--- src/verilog/mct_regs.svh ---
// Purpose: Offsets, reset values and counts of the memory timing block
// Assumes: 32-bit APB, word aligned registers
// Notes: Included by the top module, the checker and the bench
`ifndef MCT_REGS_SVH
`define MCT_REGS_SVH
`define MCT_GMR_OFF 12'h000
`define MCT_OPT_OFF 12'h004
`define MCT_CYC_OFF 12'h008
`define MCT_STAT_OFF 12'h00C
`define MCT_REF_DIV 5'd16
`define MCT_REFRESH_PERIOD_COUNT_RST 8'h17
`define MCT_OPT_RST 8'h00
`endif

--- src/verilog/mct_pkg.sv ---
// Purpose: Types of the memory timing block
// Assumes: Nothing beyond the header
// Notes: Option register layout is packed high to low, bit 7 first
package mct_pkg;
  typedef enum logic [3:0] {
    MCT_IDLE = 4'b0001,
    MCT_RUN = 4'b0010,
    MCT_XTRA = 4'b0100,
    MCT_DONE = 4'b1000
  } mct_state_t;

  typedef struct packed {
    logic burst_strobe_extra_setup;
    logic early_select_negate;
    logic sync_timing;
    logic burst_ack_select;
    logic page_mode_enable;
    logic write_delay_select;
    logic parity_enable;
    logic is_dram;
  } mct_opt_t;

  typedef struct packed {
    logic [7:0] refresh_period_count;
    logic [7:0] ref_cnt;
    logic [3:0] div_cnt;
    logic refresh_req;
    logic [2:0] page_size_select;
    mct_opt_t opt;
    logic [3:0] cycle_wait_count;
    mct_state_t st;
    logic [4:0] cyc_cnt;
    logic [4:0] cyc_len;
    logic is_write;
    logic cas;
    logic cs;
    logic burst_inhibit_output;
    logic parity_active;
    logic [16:0] page_tag;
    logic page_valid;
    logic page_hit;
    logic cycle_done;
    logic pready;
    logic [31:0] prdata;
    logic pslverr;
  } mct_state_s_t;
endpackage : mct_pkg

--- src/verilog/mct_top.sv ---
// Purpose: Memory controller timing: refresh, page compare, cycle length
// Assumes: Single clock, synchronous reset, APB register access
// Notes: One access port drives one memory cycle at a time
//
// How it works
// - A refresh request is made every count plus one ticks of clk/16.
// - Page size code 000..111 picks the upper address lines compared.
// - Write delay set adds one clock to CAS on page-hit writes.
// - Write delay clear makes DRAM reads and writes equal length.
// - Burst cycles last wait count plus two, or plus three with setup.
// - Parity is off for cycles ended by external acknowledges.
// - Early select negation works regardless of the sync timing bit.
// - Burst ack select zero asserts burst inhibit on every access.
// - Option bits 3 and 2 reset from the configuration pin.
`timescale 1ns/1ps
`include "mct_regs.svh"
module mct_top
  import mct_pkg::*;
#(
  parameter int ADDR_W = 26
) (
  input wire logic core_clk,
  input wire logic sys_rst,
  input wire logic [1:0] cfg_pin,
  input wire logic psel,
  input wire logic penable,
  input wire logic pwrite,
  input wire logic [11:0] paddr,
  input wire logic [31:0] pwdata,
  output logic pready,
  output logic [31:0] prdata,
  output logic pslverr,
  input wire logic acc_req,
  input wire logic acc_write,
  input wire logic acc_burst,
  input wire logic port32,
  input wire logic [ADDR_W-1:0] acc_addr,
  input wire logic size_ack_input,
  input wire logic transfer_ack_input,
  output logic acc_done,
  output logic cas_out,
  output logic cs_out,
  output logic burst_inhibit_output,
  output logic page_hit,
  output logic parity_active,
  output logic refresh_req
);
  // Page compare reaches A25 at most, so only a 26-bit bus is served
  if (ADDR_W != 26) begin : g_bad_addr_w
    $error("ADDR_W must be 26");
  end

  mct_state_s_t s_reg, s_next;
  logic cfg_load_reg;

  // Page compare low bit; A25 is always the top compared line
  function automatic logic [3:0] page_low(input logic [2:0] pgs,
                                          input logic p32);
    logic [3:0] b;
    b = 4'd10 + {2'b00, pgs[2:1]} + {3'b000, pgs[0] | (pgs == 3'b111)};
    if (pgs == 3'b000) b = 4'd10;
    if (!p32) b = b - 4'd1;
    page_low = b;
  endfunction : page_low

  // Up to 17 lines compared at the smallest page on a 16-bit port
  function automatic logic [16:0] page_tag_of(input logic [25:0] a,
                                              input logic [3:0] lo);
    logic [25:0] sh;
    sh = a >> lo;
    page_tag_of = sh[16:0];
  endfunction : page_tag_of

  // Strap caught by a clocked process at release, never by the reset itself
  always_ff @(posedge core_clk) begin
    cfg_load_reg <= sys_rst;
  end

  always_comb begin
    logic wr, hit_now;
    logic [3:0] lo;
    logic [16:0] tag;
    s_next = s_reg;
    wr = psel && penable && pwrite;
    lo = page_low(s_reg.page_size_select, port32);
    tag = page_tag_of(acc_addr, lo);
    hit_now = s_reg.page_valid && (tag == s_reg.page_tag);
    // Ready only in the access phase, one wait state after setup
    s_next.pready = psel && penable && !s_reg.pready;
    s_next.pslverr = 1'b0;
    s_next.prdata = 32'h0000_0000;
    s_next.cycle_done = 1'b0;
    if (cfg_load_reg) begin
      s_next.opt.page_mode_enable = cfg_pin[1];
      s_next.opt.write_delay_select = cfg_pin[0];
    end
    // Refresh tick at clk/16
    s_next.refresh_req = 1'b0;
    s_next.div_cnt = s_reg.div_cnt + 4'd1;
    if (s_reg.div_cnt == 4'hf) begin
      if (s_reg.ref_cnt == 8'h00) begin
        s_next.refresh_req = 1'b1;
        s_next.ref_cnt = s_reg.refresh_period_count;
      end else begin
        s_next.ref_cnt = s_reg.ref_cnt - 8'h01;
      end
    end
    if (psel && penable && !s_reg.pready) begin
      case (paddr)
        `MCT_GMR_OFF: begin
          if (wr) begin
            s_next.refresh_period_count = pwdata[7:0];
            s_next.page_size_select = pwdata[10:8];
            s_next.page_valid = 1'b0;
          end
          s_next.prdata = {21'h00_0000, s_reg.page_size_select,
                           s_reg.refresh_period_count};
        end
        `MCT_OPT_OFF: begin
          if (wr) s_next.opt = pwdata[7:0];
          s_next.prdata = {24'h00_0000, s_reg.opt};
        end
        `MCT_CYC_OFF: begin
          if (wr) s_next.cycle_wait_count = pwdata[3:0];
          s_next.prdata = {28'h000_0000, s_reg.cycle_wait_count};
        end
        `MCT_STAT_OFF: begin
          s_next.prdata = {19'h0_0000, s_reg.cyc_len, s_reg.st,
                           s_reg.page_valid, s_reg.page_hit,
                           s_reg.burst_inhibit_output, s_reg.cas};
        end
        default: begin
          s_next.pslverr = 1'b1;
        end
      endcase
    end
    case (s_reg.st)
      MCT_IDLE: begin
        if (acc_req) begin
          s_next.is_write = acc_write;
          s_next.cs = 1'b1;
          s_next.cyc_cnt = 5'd1;
          s_next.page_hit = s_reg.opt.is_dram && s_reg.opt.page_mode_enable
                            && hit_now;
          s_next.page_tag = tag;
          s_next.page_valid = s_reg.opt.is_dram;
          s_next.burst_inhibit_output = !s_reg.opt.burst_ack_select;
          s_next.parity_active = s_reg.opt.parity_enable;
          if (acc_burst)
            s_next.cyc_len = {1'b0, s_reg.cycle_wait_count} + 5'd2 +
                             {4'd0, s_reg.opt.burst_strobe_extra_setup};
          else
            s_next.cyc_len = {1'b0, s_reg.cycle_wait_count} + 5'd2;
          // Delayed CAS on page-hit writes holds it off for one clock
          s_next.cas = !(s_reg.opt.write_delay_select && acc_write &&
                         s_next.page_hit);
          s_next.st = MCT_RUN;
        end
      end
      MCT_RUN: begin
        s_next.cyc_cnt = s_reg.cyc_cnt + 5'd1;
        s_next.cas = 1'b1;
        if (size_ack_input || transfer_ack_input)
          s_next.parity_active = 1'b0;
        // Early negation ignores sync timing on purpose
        if (acc_burst && s_reg.opt.early_select_negate &&
            s_reg.cyc_cnt + 5'd1 == s_reg.cyc_len)
          s_next.cs = 1'b0;
        if (s_reg.cyc_cnt + 5'd1 >= s_reg.cyc_len ||
            size_ack_input || transfer_ack_input) begin
          if (s_reg.opt.write_delay_select && s_reg.is_write &&
              s_reg.page_hit)
            s_next.st = MCT_XTRA;
          else
            s_next.st = MCT_DONE;
        end
      end
      MCT_XTRA: begin
        s_next.st = MCT_DONE;
      end
      MCT_DONE: begin
        s_next.cas = 1'b0;
        s_next.cs = 1'b0;
        s_next.burst_inhibit_output = 1'b0;
        s_next.parity_active = 1'b0;
        s_next.cycle_done = 1'b1;
        s_next.st = MCT_IDLE;
      end
      default: begin
        s_next.st = MCT_IDLE;
      end
    endcase
  end

  always_ff @(posedge core_clk) begin
    if (sys_rst) begin
      s_reg <= '0;
      s_reg.refresh_period_count <= `MCT_REFRESH_PERIOD_COUNT_RST;
      s_reg.ref_cnt <= `MCT_REFRESH_PERIOD_COUNT_RST;
      s_reg.opt <= `MCT_OPT_RST;
      s_reg.st <= MCT_IDLE;
    end else begin
      s_reg <= s_next;
    end
  end

  assign pready = s_reg.pready;
  assign prdata = s_reg.prdata;
  assign pslverr = s_reg.pslverr;
  assign acc_done = s_reg.cycle_done;
  assign cas_out = s_reg.cas;
  assign cs_out = s_reg.cs;
  assign burst_inhibit_output = s_reg.burst_inhibit_output;
  assign page_hit = s_reg.page_hit;
  assign parity_active = s_reg.parity_active;
  assign refresh_req = s_reg.refresh_req;
endmodule : mct_top

--- config.mk ---
export PLATFORM = sky130hd
export DESIGN_NAME = mct_top
export DESIGN_NICKNAME = d
export VERILOG_FILES = /design/src/verilog/mct_pkg.sv /design/src/verilog/mct_top.sv
export VERILOG_INCLUDE_DIRS = /design/src /design/src/verilog
export SDC_FILE = /design/constraint.sdc
export NUM_CORES = 1
export LEC_CHECK = 0
export BUFFER_PORTS_ARGS = -buffer_cell sky130_fd_sc_hd__buf_2
export CORE_MARGIN = 5
export CORE_UTILIZATION = 35
export DETAILED_ROUTE_END_ITERATION = 12
export PLACE_DENSITY = 0.53
export SETUP_SLACK_MARGIN = 0.2
export SYNTH_ARGS = -nofsm -noshare
export SYNTH_HDL_FRONTEND = slang
export SYNTH_SLANG_ARGS = --single-unit
--- constraint.sdc ---
create_clock -name core_clk -period 9.6 [get_ports core_clk]
set_input_delay 1.44 -clock core_clk [delete_from_list [all_inputs] [get_ports core_clk]]
set_output_delay 1.44 -clock core_clk [all_outputs]
set_load 0.1 [all_outputs]
==> results.py, run 1 <==
metrics = {
    "worst_setup_path": {
        "critPathKind": "in2reg",
        "worstPathRequired_ns": 9.84,
        "ff2ff_path_depth": 10,
        "critPathCapture": "cas_out",
        "endpoint_kind": "flip-flop",
        "rrSetupSlack_ns": 5.04,
        "start_kind": "primary input",
        "critPathLaunch": "port32",
        "cp_data_arrival_time_ns": 5.07,
        "r2r_end": "cas_out",
        "reg2reg_from": "s_reg[86]",
        "cp_max_fo": 27,
    },
    "cts": {
        "h-tree-depth": 3,
        "cts_root_buffer": "clkbuf_16",
        "clock-sinks": 91,
        "clock_path_buffers": 2,
        "clkLatencyLatePin_ns": 0.35,
        "ctsHoldBuffers": 0,
        "clkTransAtPathRegs_ns": 0.06,
        "ctsResizeCount": 0,
        "cts_buffers": 9,
        "tritoncts": "done",
        "post_cts_buffers": 0,
    },
    "hold_path": {
        "hold_class": "reg2reg",
        "hold_start": "s_reg[89]",
    },
    "finish": {
        "num_antenna_cells": 0,
        "layout.nets": 845,
        "fillers": 1716,
        "area_delta_synth_final_pct": 10.8,
        "multiInputGateArea_mm2": 0.00356,
        "register_area_mm2": 0.00182,
        "largest_reg_flops": 68,
        "drive_above_1_share_pct": 16.9,
    },
    "yosys": {
        "synth_top_area_share_pct": 31.1,
        "syn_area_mm2": 0.00585,
        "async_reset_ff_share_pct": 0,
        "synth-edff-count": 0,
        "synthFlopType": "dfxtp_1",
        "ys_seq_area_share_pct": 31.1,
        "synth_cell_types": 72,
        "synthTopCellsByCount": "dfxtp_1, nor2_1, nand2_1",
        "avgSynthCellArea_um2": 8.20,
        "synth-seq-cells": 91,
        "syn-instance-count": 714,
        "synth_area_leaders": "dfxtp_1, nor2_1, mux2i_1",
        "synth_top_cell_by_area": "dfxtp_1",
        "yosysWarnings": 0,
    },
    "routing": {
        "post_drt_via_cell_ratio": 5.61,
        "via_count": 5452,
        "first_pass_iters": 5,
        "wl_per_cell_um": 16.9,
        "ant_nets": 0,
        "drc": 0,
        "routed_wl_um": 16400,
        "drt_iter0_drc": 338,
    },
    "global_route": {
        "grt_use_met3_pct": 3.53,
        "grt_usage_pct": 16.6,
        "grt-ovfl-total": 0,
        "antenna_found_initial": 0,
        "grtUsageMet2_pct": 25.6,
        "grt_pass1_vias": 5058,
        "busiest_layer": "met2",
        "use_met1_pct": 23.3,
        "grt_max_degree": 78,
        "grt_pass1_wl_um": 26600,
    },
    "placed_design": {
        "place.gp.congestion": 0.876,
        "dpl.hpwl_um": 12100,
        "numPortBuffers": 77,
    },
    "run": {
        "maxCapViolations": 0,
    },
    "sta": {
        "finalMaxSlewViolations": 0,
        "hold_viol": 0,
        "maxSlewHeadroom_pct": 19.3,
        "period_share_pct": 50.3,
        "max_freq_mhz": 207,
        "max_slew.worst_pin.slew_ns": 1.19,
        "grt_setup_unrepaired": "false",
        "fin_crit_ns": 4.83,
        "timing.setup.tns_ns": 0,
        "finClkSkew_ns": 0.00455,
        "setup_viol": 0,
    },
    "floorplanning": {
        "io_pins": 124,
        "start_util_pct": 35.4,
        "die_height_um": 139,
        "die_w_um": 139,
        "fp-row-count": 47,
        "dieArea_mm2": 0.0194,
        "core_mm2": 0.0165,
    },
    "power_and_ir_drop": {
        "vdd_drop_max_mv": 0.0860,
        "p_per_area_mw_per_mm2": 144,
        "leakagePower_nw": 2.44,
        "power_mw": 0.932,
    },
    "run_status": {
        "status": "finished, final reports clean",
    },
}
-- worst min-delay path by stage --
stage           endpoint  slack [ns]  cells after the start
2_1_floorplan  s_reg[89]        0.42                      1
3_3_place_gp   s_reg[89]        0.43                      1
3_5_place_dp   s_reg[89]        0.44                      1
4_1_cts        s_reg[89]        0.45                      1
5_1_grt        s_reg[89]        0.47                      1
6_report       s_reg[89]        0.44                      1
-- report_power, final --
group | switching [mW] | internal (mW) | leakage [nW]
sequential | 0.0107 | 0.390 | 0.740
clock | 0.150 | 0.210 | 0.147
combinational | 0.119 | 0.0521 | 1.55
-- area by class of cell --
cell class | instances | area share [%]
clock buffer | 11 | 3.74
clock inverter | 5 | 0.926
inverter | 25 | 1.45
multi-input combinational | 537 | 54.9
sequential | 91 | 28.1
tap | 220 | 4.24
timing repair buffer | 83 | 6.63
-- cell families after synthesis --
family	Yosys count	share of synthesized area (%)
buf+inv	104	9.38
mux	43	8.83
simple gates	257	21.6
compound gates	188	23.6
fa+ha+maj	15	3.21
other cells	1	0.0641
flops	91	31.1
xor+xnor	15	2.24
-- layout by cell type, fill, tap and decap left out, types with 10 or more instances in the layout --
| cell type | n |
|---|---|
| mux2i_1 | 31 |
| buf_2 | 77 |
| nand2_1 | 48 |
| dfxtp_1 | 91 |
| nor3_1 | 15 |
| a211oi_1 | 25 |
| a21oi_1 | 47 |
| inv_1 | 25 |
| conb_1 | 19 |
| nor2_1 | 90 |
| o211ai_1 | 12 |
| nor2b_1 | 10 |
| ha_1 | 15 |
| nand3_1 | 23 |
| o21ai_0 | 11 |
| nand2b_1 | 11 |
-- critical path: stages --
cell	delay, ns
buf_2	0.20
nand2b_1	0.25
o211ai_2	0.96
a21oi_1	0.36
a222oi_1	0.63
a21oi_1	0.16
a2111oi_2	0.22
nor4bb_1	0.40
nand4_1	0.22
o21a_1	0.21
-- layer usage --
layer | up-vias | part of all wire (%)
met4 | 0 | 1.4
met2 | 215 | 44
met1 | 2572 | 48
li1 | 2647 | -
met3 | 18 | 6.9
met5 | - | 0
-- through the flow --
stage	area (um^2)	worst slack (ns)	utilization (%)	hold slack [ns]	instances
final	6490	4.77	39.3	0.444	972
after global routing	6490	4.47	39.3	0.465	972
after CTS	6490	4.76	39.3	0.449	972
after detailed placement	6180	4.38	37.4	0.440	956
after global placement	6180	4.52	37.4	0.429	956
after floorplan	5920	5.70	-	0.418	732
Power figures use the tool's default switching activity.
==> run 2, diff against run 1 <==
Settings changed: PLACE_DENSITY 0.53 to 0.55.
Clock period 9.6 ns to 4.2 ns, I/O delays scaled along.
==> results.py, run 2 (synthesis gave the netlist of run 1 again) <==
metrics = {
    "worst_setup_path": {
        "worstPathRequired_ns": 4.45,
        "critPathKind": "reg2reg",
        "endpoint_kind": "flip-flop",
        "critPathLaunch": "s_reg[86]",
        "ff2ff_path_depth": 10,
        "cp_max_fo": 14,
        "r2r_end": "cas_out",
        "start_kind": "flip-flop",
        "cp_data_arrival_time_ns": 3.91,
        "reg2reg_from": "s_reg[86]",
        "rrSetupSlack_ns": 0.54,
    },
    "cts": {
        "ctsHoldBuffers": 0,
        "clkLatencyLatePin_ns": 0.35,
        "post_cts_buffers": 0,
        "cts_buffers": 9,
        "h-tree-depth": 3,
        "cts_root_buffer": "clkbuf_16",
        "clock-sinks": 91,
        "tritoncts": "done",
        "clock_path_buffers": 2,
        "clkTransAtPathRegs_ns": 0.07,
        "ctsResizeCount": 0,
    },
    "routing": {
        "wl_per_cell_um": 16.8,
        "routed_wl_um": 16700,
        "first_pass_iters": 5,
        "drt_iter0_drc": 463,
        "ant_nets": 0,
        "post_drt_via_cell_ratio": 5.48,
        "drc": 0,
        "via_count": 5474,
    },
    "global_route": {
        "grt_usage_pct": 16.6,
        "antenna_found_initial": 0,
        "grt_max_degree": 41,
        "grt_pass1_vias": 5165,
        "grt_pass1_wl_um": 26700,
        "grt-ovfl-total": 0,
    },
    "sta": {
        "finalMaxSlewViolations": 0,
        "period_share_pct": 87.2,
        "max_slew.worst_pin.slew_ns": 1.19,
        "grt_setup_unrepaired": "false",
        "hold_viol": 0,
        "maxSlewHeadroom_pct": 19.8,
        "setup_viol": 0,
        "fin_crit_ns": 3.66,
        "max_freq_mhz": 273,
        "timing.setup.tns_ns": 0,
        "finClkSkew_ns": 0.00854,
    },
    "floorplanning": {
        "die_height_um": 139,
        "die_w_um": 139,
        "dieArea_mm2": 0.0194,
        "start_util_pct": 35.4,
        "core_mm2": 0.0165,
        "fp-row-count": 47,
        "io_pins": 124,
    },
    "finish": {
        "area_delta_synth_final_pct": 14.1,
        "final_common_cell": "dfxtp_1",
        "mostFrequentLayoutCells": "dfxtp_1, nor2_1, buf_2",
        "num_antenna_cells": 0,
        "largest_reg_flops": 68,
        "fin_util_pct": 40.4,
        "drive_above_1_share_pct": 19.7,
        "layout.nets": 871,
    },
    "placed_design": {
        "numPortBuffers": 77,
        "dpl.hpwl_um": 12900,
        "place.gp.congestion": 0.898,
    },
    "run_status": {
        "status": "finished, final reports clean",
    },
    "run": {
        "maxCapViolations": 0,
    },
    "power_and_ir_drop": {
        "leakagePower_nw": 2.56,
        "vdd_drop_max_mv": 0.248,
        "p_per_area_mw_per_mm2": 314,
    },
    "hold_path": {
        "hold_depth": 1,
        "hold_class": "reg2reg",
        "min_to": "s_reg[89]",
        "hold_start": "s_reg[89]",
    },
}
-- run 2: cell count changes in the layout (fill, tap and decap cells not counted) --
cell,change
clkinv_8,+1
clkinv_2,-1
buf_4,+25
clkinv_4,+2
clkbuf_8,-1
buf_12,+1
bufinv_16,-1
-- run 2: worst max path at each step --
| stage | end | slack [ns] | cells past startpoint |
|---|---|---|---|
| 2_1_floorplan | cas_out | 0.78 | 16 |
| 3_3_place_gp | cas_out | 0.51 | 10 |
| 3_5_place_dp | cas_out | 0.48 | 10 |
| 4_1_cts | cas_out | 0.52 | 10 |
| 5_1_grt | cas_out | 0.30 | 12 |
| 6_report | cas_out | 0.54 | 10 |
-- run 2: stage by stage --
step	area [um^2]	setup WS, ns	instances	hold WS [ns]	power, mW
2_1_floorplan	5920	0.784	732	0.418	1.24
3_3_place_gp	6390	0.510	982	0.428	1.33
3_5_place_dp	6390	0.476	982	0.440	1.34
4_1_cts	6680	0.515	998	0.452	2.12
5_1_grt	6680	0.301	998	0.486	2.19
6_report	6680	0.537	998	0.451	2.10
-- run 2: worst max-delay path: stages (launching register included) --
cell and delay [ns]:
dfxtp_1 0.32, ha_1 0.47, o21a_1 0.30, a211oi_4 0.42, mux2_2 0.40, a222oi_1 0.52
a21oi_1 0.17, a2111oi_2 0.25, nor4bb_1 0.31, nand4_1 0.20, o21a_1 0.20
-- run 2: area by class of cell --
class / count / area [um^2]
Fill cell: 1712 / 9840
Multi-Input combinational cell: 537 / 3560
Sequential cell: 91 / 1820
Timing Repair Buffer: 109 / 638
Tap cell: 220 / 275
Clock buffer: 10 / 229
Inverter: 25 / 93.8
Clock inverter: 6 / 58.8
-- run 2: layer usage --
layer	GRT usage (%)	part of all wire, %	up-vias
met5	0	0	-
met1	22.7	47	2560
met3	4.08	7.1	18
li1	-	-	2698
met2	26.5	45	198
met4	3.81	1.3	0
-- run 2: power breakdown --
| part | switching [mW] | internal, mW |
|---|---|---|
| logic | 0.274 | 0.132 |
| clock network | 0.363 | 0.413 |
| registers | 0.0245 | 0.891 |
| total | 0.662 | 1.44 |
